===== config.mk =====
export PLATFORM = sky130hd
export DESIGN_NAME = sac_adc_ctrl
export DESIGN_NICKNAME = d
export VERILOG_FILES = /design/src/core/sac_clk_div.v /design/src/core/sac_sar_core.v /design/src/core/sac_adc_ctrl.v
export VERILOG_INCLUDE_DIRS = /design/src /design/src/include
export SDC_FILE = /design/constraint.sdc
export NUM_CORES = 1
export LEC_CHECK = 0
export BUFFER_PORTS_ARGS = -buffer_cell sky130_fd_sc_hd__buf_4
export CAP_MARGIN = 10
export CORE_UTILIZATION = 53
export CTS_BUF_LIST = sky130_fd_sc_hd__clkbuf_4 sky130_fd_sc_hd__clkbuf_8
export DETAILED_ROUTE_END_ITERATION = 8
export GPL_TIMING_DRIVEN = 0
export PLACE_DENSITY = 0.82
export SLEW_MARGIN = 20
export SYNTH_ARGS = -nofsm -noshare
export SYNTH_HDL_FRONTEND = slang
export SYNTH_SLANG_ARGS = --single-unit

===== constraint.sdc =====
create_clock -name clk_i -period 5 [get_ports clk_i]
set_clock_uncertainty 0.1 [all_clocks]
set_input_delay 0.75 -clock clk_i [delete_from_list [all_inputs] [get_ports clk_i]]
set_output_delay 0.75 -clock clk_i [all_outputs]
set_load 0.05 [all_outputs]

===== src/include/sac_defs.vh =====
// constants for the successive-approximation converter control block
`ifndef SAC_DEFS_VH
`define SAC_DEFS_VH

// ----------------------------------------------------------------
// register map
// ----------------------------------------------------------------
`define SAC_ADDR_CTRL      16'h0070
`define SAC_ADDR_RES_HIGH  16'h0071
`define SAC_ADDR_RES_LOW   16'h0072
`define SAC_CTRL_RESET     8'h00
`define SAC_RES_RESET      10'h000

// ----------------------------------------------------------------
// control field positions
// ----------------------------------------------------------------
`define SAC_BIT_DONE       7
`define SAC_BIT_SPEED      6
`define SAC_BIT_ON         5
`define SAC_SEL_HI         3
`define SAC_SEL_LO         0

// ----------------------------------------------------------------
// timing
// ----------------------------------------------------------------
`define SAC_SAMPLE_CLKS    4'h3
`define SAC_RES_BITS       4'hA
`define SAC_DIV4_LAST      2'h3
`define SAC_DIV2_LAST      2'h1
`define SAC_FULL_SCALE     10'h3FF
`define SAC_ZERO_SCALE     10'h000

`endif


===== src/core/sac_clk_div.v =====
// conversion clock enable divider
`timescale 1ns/1ns
module sac_clk_div (
	input  wire       clk_i,
	input  wire       rst_i,
	input  wire       run_i,
	input  wire       fast_i,
	output wire       tick_o
);
`include "sac_defs.vh"

	reg  [1:0] cnt_q;
	wire [1:0] last;

	assign last   = fast_i ? `SAC_DIV2_LAST : `SAC_DIV4_LAST;
	assign tick_o = run_i && (cnt_q == last);

	always @(posedge clk_i) begin
		if (rst_i || !run_i || tick_o) begin
			cnt_q <= 2'h0;
		end else begin
			cnt_q <= cnt_q + 2'h1;
		end
	end
endmodule // sac_clk_div


===== src/core/sac_sar_core.v =====
// successive-approximation sequencer: sampling then one trial per bit
`timescale 1ns/1ns
module sac_sar_core (
	input  wire       clk_i,
	input  wire       rst_i,
	input  wire       run_i,
	input  wire       restart_i,
	input  wire       tick_i,
	input  wire       cmp_i,
	output wire       sample_o,
	output wire [9:0] trial_o,
	output reg        done_o,
	output wire [9:0] result_o
);
`include "sac_defs.vh"

	localparam ST_IDLE   = 2'h0;
	localparam ST_SAMPLE = 2'h1;
	localparam ST_CONV   = 2'h2;

	reg [1:0] state_q;
	reg [3:0] cnt_q;
	reg [9:0] sar_q;
	reg [9:0] res_q;
	reg [9:0] bit_q;

	assign sample_o = (state_q == ST_SAMPLE);
	assign trial_o  = sar_q | bit_q;
	assign result_o = res_q;

	always @(posedge clk_i) begin
		done_o <= 1'b0;
		if (rst_i) begin
			state_q <= ST_IDLE;
			cnt_q   <= 4'h0;
			sar_q   <= 10'h000;
			bit_q   <= 10'h000;
			res_q   <= `SAC_RES_RESET;
		end else if (!run_i || restart_i) begin
			// abort drops the partial result; restart resumes from sampling
			state_q <= run_i ? ST_SAMPLE : ST_IDLE;
			cnt_q   <= 4'h0;
			sar_q   <= 10'h000;
			bit_q   <= 10'h000;
		end else if (tick_i) begin
			case (state_q)
			ST_IDLE: begin
				state_q <= ST_SAMPLE;
				cnt_q   <= 4'h0;
			end
			ST_SAMPLE: begin
				if (cnt_q == `SAC_SAMPLE_CLKS - 4'h1) begin
					state_q <= ST_CONV;
					cnt_q   <= 4'h0;
					bit_q   <= 10'h200;
				end else begin
					cnt_q <= cnt_q + 4'h1;
				end
			end
			ST_CONV: begin
				// comparator saturation makes over-range 3FF and under-range 000
				if (cmp_i) begin
					sar_q <= sar_q | bit_q;
				end
				bit_q <= bit_q >> 1;
				cnt_q <= cnt_q + 4'h1;
				if (cnt_q == `SAC_RES_BITS - 4'h1) begin
					res_q   <= cmp_i ? (sar_q | bit_q) : sar_q;
					done_o  <= 1'b1;
					state_q <= ST_SAMPLE;
					cnt_q   <= 4'h0;
					sar_q   <= 10'h000;
					bit_q   <= 10'h000;
				end
			end
			default: begin
				state_q <= ST_IDLE;
			end
			endcase
		end
	end
endmodule // sac_sar_core


===== src/core/sac_adc_ctrl.v =====
// converter control top: register slave, sequencing and result registers
//
// Our own choices: the address-and-strobe port and the address map.
`timescale 1ns/1ns
module sac_adc_ctrl (
	input  wire        clk_i,
	input  wire        rst_i,
	input  wire [15:0] addr_i,
	input  wire [7:0]  wdata_i,
	input  wire        wr_i,
	input  wire        rd_i,
	output reg  [7:0]  rdata_o,
	input  wire        halt_i,
	input  wire        cmp_i,
	output wire [3:0]  input_select_o,
	output wire        converter_on_o,
	output wire        sample_o,
	output wire [9:0]  trial_o
);
`include "sac_defs.vh"

	// ----------------------------------------------------------------
	// control register
	// ----------------------------------------------------------------
	reg        done_q;
	reg        speed_q;
	reg        on_q;
	reg  [3:0] sel_q;
	reg        halt_s1_q;
	reg        halt_s2_q;
	wire [9:0] res;
	wire       conv_done;
	wire       tick;
	wire       wr_ctrl;
	wire       rd_high;
	wire       sel_change;
	wire       run;

	assign wr_ctrl    = wr_i && (addr_i == `SAC_ADDR_CTRL);
	assign rd_high    = rd_i && (addr_i == `SAC_ADDR_RES_HIGH);
	assign sel_change = wr_ctrl && (wdata_i[`SAC_SEL_HI:`SAC_SEL_LO] != sel_q);
	// wait mode has no input here, so conversions carry on through it
	assign run = on_q && !halt_s2_q;

	assign input_select_o = sel_q;
	assign converter_on_o = run;

	// halt comes from the power controller's domain, so synchronise it
	always @(posedge clk_i) begin
		if (rst_i) begin
			halt_s1_q <= 1'b0;
			halt_s2_q <= 1'b0;
		end else begin
			halt_s1_q <= halt_i;
			halt_s2_q <= halt_s1_q;
		end
	end

	always @(posedge clk_i) begin
		if (rst_i) begin
			speed_q <= 1'b0;
			on_q    <= 1'b0;
			sel_q   <= 4'h0;
		end else if (wr_ctrl) begin
			// done bit and reserved bit four ignore written values
			speed_q <= wdata_i[`SAC_BIT_SPEED];
			on_q    <= wdata_i[`SAC_BIT_ON];
			sel_q   <= wdata_i[`SAC_SEL_HI:`SAC_SEL_LO];
		end
	end

	// ----------------------------------------------------------------
	// done flag
	// ----------------------------------------------------------------
	// a completion in the same cycle as a plain clear wins, except when the
	// write changes the input: that completion belonged to the old input
	always @(posedge clk_i) begin
		if (rst_i) begin
			done_q <= 1'b0;
		end else if (sel_change) begin
			done_q <= 1'b0;
		end else if (conv_done) begin
			done_q <= 1'b1;
		end else if (rd_high || wr_ctrl) begin
			done_q <= 1'b0;
		end
	end

	// ----------------------------------------------------------------
	// converter
	// ----------------------------------------------------------------
	sac_clk_div u_div (
		.clk_i  (clk_i),
		.rst_i  (rst_i),
		.run_i  (run),
		.fast_i (speed_q),
		.tick_o (tick)
	);

	sac_sar_core u_sar (
		.clk_i     (clk_i),
		.rst_i     (rst_i),
		.run_i     (run),
		.restart_i (sel_change),
		.tick_i    (tick),
		.cmp_i     (cmp_i),
		.sample_o  (sample_o),
		.trial_o   (trial_o),
		.done_o    (conv_done),
		.result_o  (res)
	);

	// ----------------------------------------------------------------
	// read port
	// ----------------------------------------------------------------
	// both result bytes track the same live register, no pair latch
	always @(posedge clk_i) begin
		if (rst_i) begin
			rdata_o <= 8'h00;
		end else if (rd_i) begin
			case (addr_i)
			`SAC_ADDR_CTRL: begin
				rdata_o <= {done_q, speed_q, on_q, 1'b0, sel_q};
			end
			`SAC_ADDR_RES_HIGH: begin
				rdata_o <= res[9:2];
			end
			`SAC_ADDR_RES_LOW: begin
				rdata_o <= {6'h00, res[1:0]};
			end
			default: begin
				rdata_o <= 8'h00;
			end
			endcase
		end else begin
			rdata_o <= 8'h00;
		end
	end
endmodule // sac_adc_ctrl


======== Yosys cells after proc, flatten, opt, wreduce, memory -nomap -nowiden ========
Cells that the tools add are included.
storage, ports and cells
  flip-flop bits (word level) ............. 56
  latch bits .............................. 0
  RAM bits ................................ 0
  memory bits (read-only) ................. 0
  input bits .............................. 30
  output and inout port bits .............. 24
  logic and storage cells ................. 77
  memories ................................ 0
cells by class
  add/subtract/negate cells ............... 2
  $mul .................................... 0
  divide/modulo/power cells ............... 0
  order comparisons ....................... 0
  eq/ne operators ......................... 12
  shift operators ......................... 0
  multiplexer cells ....................... 19
  bitwise operators ....................... 5
  reduce and logical (&&, ||, !) cells .... 25
operator list
  kind                                                    count
  equality test 16 x 7 -> 1 bit (second input constant)   3
  two-way mux 10 bit                                      3
  one-hot mux 8 bit (3 select lines)                      1
  one-hot mux 10 bit (2 select lines)                     1
  one-hot mux 4 bit (3 select lines)                      1
  two-way mux 2 bit                                       5
  OR 10 bit                                               1
  two-way mux 9 bit                                       1
  two-way mux 4 bit                                       2
  inequality test 3 x 1 -> 1 bit (second input constant)  2
  one-hot mux 2 bit (3 select lines)                      1
  AND reduction 3 bit                                     2
  nonzero test 2 bit                                      3
  OR reduction 2 bit                                      3
  logical AND 1 bit                                       5
  adder 4 x 1 -> 4 bit (second input constant)            1
  equality test 4 x 2 -> 1 bit (second input constant)    1
  equality test 4 bit (second input constant)             1
  logical OR 1 bit                                        4
  two-way mux 1 bit                                       4
  inequality test 4 bit                                   1
  inverter 1 bit                                          4
  AND reduction 2 bit                                     2
  AND reduction 4 bit                                     1
  9 further kinds                                         10

======== Logic depth before layout (Yosys ltp) ========
  depth after elaboration ................. 6
  mapped depth ............................ 7
  depth with buffers taken out ............ 6

======== By module ========
From an unflattened synthesis, not the netlist that was laid out.
unflattened totals
  cells, all modules ...................... 290
  area, all modules ....................... 2566.2 µm²
by module, submodules not included
  module        times used  cells each  area an instance (µm²)  sequential area each (µm²)
  sac_sar_core  1           196         1671.6                  740.7
  sac_adc_ctrl  1           85          802.0                   340.3
  sac_clk_div   1           9           92.6                    40.0

======== Worst setup path before layout ========
OpenSTA, ideal clock, no wires.
  kind .................................... input to register
  from .................................... input port addr_i[10]
  to ...................................... register u_sar.sar_q[0]
  data arrival time ....................... 2.029 ns
  required time ........................... 4.768 ns
  slack ................................... 2.739 ns
  stages .................................. 5
  path buffers ............................ 1
  cells stage by stage .................... nor4_4 nand4_4 nor4_4 buf_6 nor3_1
between the ends
  longest elaborated chain between the ends .. 5
ends and longest elaborated chain
  item                                 RTL line           source
  start, declared                      sac_adc_ctrl.v:8   input wire [15:0] addr_i,
  equality test 16 x 7 -> 1 bit        n/a
  logical AND 1 bit                    sac_adc_ctrl.v:39  assign wr_ctrl = wr_i && (addr_i == `SAC_ADDR_CTRL);
  logical AND 1 bit                    sac_adc_ctrl.v:41  assign sel_change = wr_ctrl && (wdata_i[`SAC_SEL_HI:`SAC_SEL_LO] != sel_q);
  logical OR 1 bit                     sac_sar_core.v:39  end else if (!run_i || restart_i) begin
  OR reduction 2 bit (no source line)  n/a
  end signal, assigned                 sac_sar_core.v:63  sar_q <= sar_q | bit_q;
  end, declared                        sac_sar_core.v:23  reg [9:0] sar_q;
No other way between the ends.
A chain may end at the register's enable or synchronous reset.

======== Final worst setup path ========
  from .................................... input port addr_i[10]
  to ...................................... register u_sar.res_q[4], in the netlist u_sar.result_o[4]
between the ends
  longest elaborated chain between the ends .. 6
ends and longest elaborated chain
  item                                  RTL line           source
  equality test 16 x 7 -> 1 bit         n/a
  logical AND 1 bit                     sac_adc_ctrl.v:39
  logical AND 1 bit                     sac_adc_ctrl.v:41
  logical OR 1 bit                      sac_sar_core.v:39
  inverter 1 bit (no source line)       n/a
  AND reduction 4 bit (no source line)  n/a
  end signal, assigned                  sac_sar_core.v:38  res_q <= `SAC_RES_RESET;
  end signal, assigned                  sac_sar_core.v:68  res_q <= cmp_i ? (sar_q | bit_q) : sar_q;
  end, declared                         sac_sar_core.v:24  reg [9:0] res_q;
No other way between the ends.

==> impl_metrics.yaml <==
outcome:
  status: "completed"
critical_path:
  critPathMaxFanout: 10
  slowest_delay_ns: 0.44
  required_ns: 5.08
  end_kind: "register"
  worstPathCellList: "buf_4 > nor4_4 > nand4_4 > clkbuf_1 > o311ai_0 > o211ai_1"
  slowest_stage: "o311ai_0"
  crit_type: "primary input to register"
  r2r_start: "u_sar.state_q[0]"
  critPathTopFamily: "simple AND/OR/NAND/NOR gates"
  arrival_ns: 2.41
  crit_buf_inv: 2
  cp-start-kind: "primary input"
  startpoint: "addr_i[10]"
power:
  power_uw: 794
  powerDensity_nw_per_um2: 219
  p_leak_nw: 1.34
  ir_drop_v: 0.000148
sta:
  fmax_ghz: 0.428
  fin_ws_ns: 2.67
  fin_setup_tns_ns: 0
  finalCritPeriodShare_pct: 46.7
  timing.hold.ws_ns: 0.338
  slew_headroom_pct: 54.2
  tightest_slew_ns: 0.667
  hold_viol: 0
  fin_crit_ns: 2.33
  slew_viol_final: 0
  rsz0062_at_grt: "no"
  finalSetupViolCount: 0
routing:
  route.detailed.drc: 0
  antenna_left: 0
  drt-total-wl_um: 7560
  vias: 2821
  routed_via_density: 5.95
  wl_per_cell_um: 15.9
  dr.pass1.iters: 5
  drt_iter0_markers: 273
logic_synthesis:
  syn_nets: 378
  synthTopCellsByCount: "dfxtp_1 (56), nor2_1 (32), a21oi_1 (21)"
  ys_types: 49
  synth_top_area_share_pct: 36.9
  yosys_warnings: 0
  yosysTopAreaCell: "dfxtp_1"
  avgSynthCellArea_um2: 8.85
  yosysMostFrequentCell: "dfxtp_1"
  ys_ff_latch: 56
  ys_seq_area_share_pct: 36.9
  syn_area_um2: 3030
  synth_edf_count: 0
  postSynth.asyncResetShare_pct: 0
  ys_top_cells_by_area: "dfxtp_1 (37%), mux2i_1 (5.6%), nor2_1 (4.0%)"
  synth_ff_type: "dfxtp_1"
  syn_inst: 343
clocking:
  clock-sinks: 56
  cts.path.max_buffers: 2
  cts_tree: "done"
  cts_hold_buffers: 0
  htreeDepth: 2
  cts_resized: 0
  postCtsSetupBuffers: 0
  clk_latency_ns: 0.31
  cts_inserted_buffers: 5
  clk_pin_slew_worst_paths_ns: 0.10
  cts_root_buf: "clkbuf_8"
cells_and_area:
  fillerInstances: 473
  multi_input_area_um2: 1750
  syn2layout_area_growth_pct: 19.3
  final_area_um2: 3620
  nNetsFinal: 436
  instances_no_fill: 474
  post-route-util_pct: 65.7
  seqCellArea_um2: 1120
  diodes: 0
  drive_gt1_share_pct: 22.9
global_routing:
  overflow: 0
  grt_usage_pct: 25.6
  first_global_vias: 2715
  grt_max_degree: 17
  antenna_found_initial: 0
  grt_pass1_wl_um: 12500
die:
  die_area_um2: 6030
  ios: 54
  coreArea_um2: 5510
  start_util_pct: 55.1
  fp.dieH_um: 77.7
  placementRows: 27
  die_width_um: 77.7
worst_hold_path:
  hp-class: "register to register"
  min_from: "u_sar.result_o[6]"
place:
  hpwl_um: 5470
  place.gp.congestion: 0.902
  place_area_um2: 3510
  io_buffers: 51
  place_ws_ns: 2.35
  place_inst: 466
run:
  drv_cap: 0
-- state kept, by name, indices dropped and copies added (netlist names), 2 cells and up --
| signal | flops |
|---|---|
| input_select_o | 4 |
| u_sar.cnt_q | 4 |
| u_sar.result_o | 10 |
| rdata_o | 8 |
| u_div.cnt_q | 2 |
| u_sar.bit_q | 10 |
| u_sar.sar_q | 10 |
| u_sar.state_q | 2 |
-- kinds of logic after synthesis --
family	count (synthesis)	share of synthesized area (%)
AOI/OAI and AO/OA	78	16.5
and+or+nand+nor	143	30.6
muxes	18	5.98
DFF	56	36.9
xor gates and xnor gates	8	2.56
buffers and inverters	35	5.44
adders and majority gates	5	2.06
-- layer usage --
metal | vias up | track usage (%) | share of wire, %
met5 | - | 0 | 0
met4 | 0 | 8.87 | 1.4
met3 | 10 | 3.29 | 4.4
met2 | 85 | 42.8 | 49
met1 | 1345 | 33.9 | 45
li1 | 1381 | - | -
-- report_power, final --
part / switching, mW / internal (mW) / total (mW)
clock network: 0.148 / 0.154 / 0.302
registers: 0.000297 / 0.446 / 0.447
logic: 0.0235 / 0.0218 / 0.0452
total: 0.172 / 0.623 / 0.794
-- area by class of cell --
class                           count  share of cell area (%)
Clock inverter                      2                   0.968
Inverter                            4                   0.415
Clock buffer                        6                    2.11
Multi-Input combinational cell    252                    48.3
Timing Repair Buffer               51                    10.6
Sequential cell                    56                    31.0
Tap cell                           72                    2.49
Buffer                             31                    4.15
-- worst reg2reg max path, delay by kind of cell (launching register included) --
family	cells	cell delay [ns]
simple gates	3	0.91
flops	1	0.42
fa+ha+maj	1	0.21
buf+inv	2	0.29
compound gates	1	0.22
-- cells in the final DEF, fill, tap and decap left out, drive strengths merged, types with 10 or more instances in the layout --
| cell | netlist | final |
|---|---|---|
| nor2 | 32 | 32 |
| or2 | 10 | 10 |
| o21ai | 19 | 19 |
| buf | 11 | 62 |
| clkbuf | 20 | 26 |
| a211oi | 13 | 13 |
| mux2i | 17 | 17 |
| dfxtp | 56 | 56 |
| a21oi | 21 | 21 |
| nand4 | 14 | 14 |
| nor3 | 14 | 14 |
| nand2b | 14 | 14 |
-- path summary, 6_finish.rpt --
check,end,slack [ns],cells past startpoint
worst max-delay path,u_sar.result_o[4],2.67,6
worst min-delay path,rdata_o[4],0.34,2
worst max register to register,u_sar.state_q[1],2.77,7
worst min register to register,rdata_o[4],0.34,2
(Power assumes the default switching activity.)
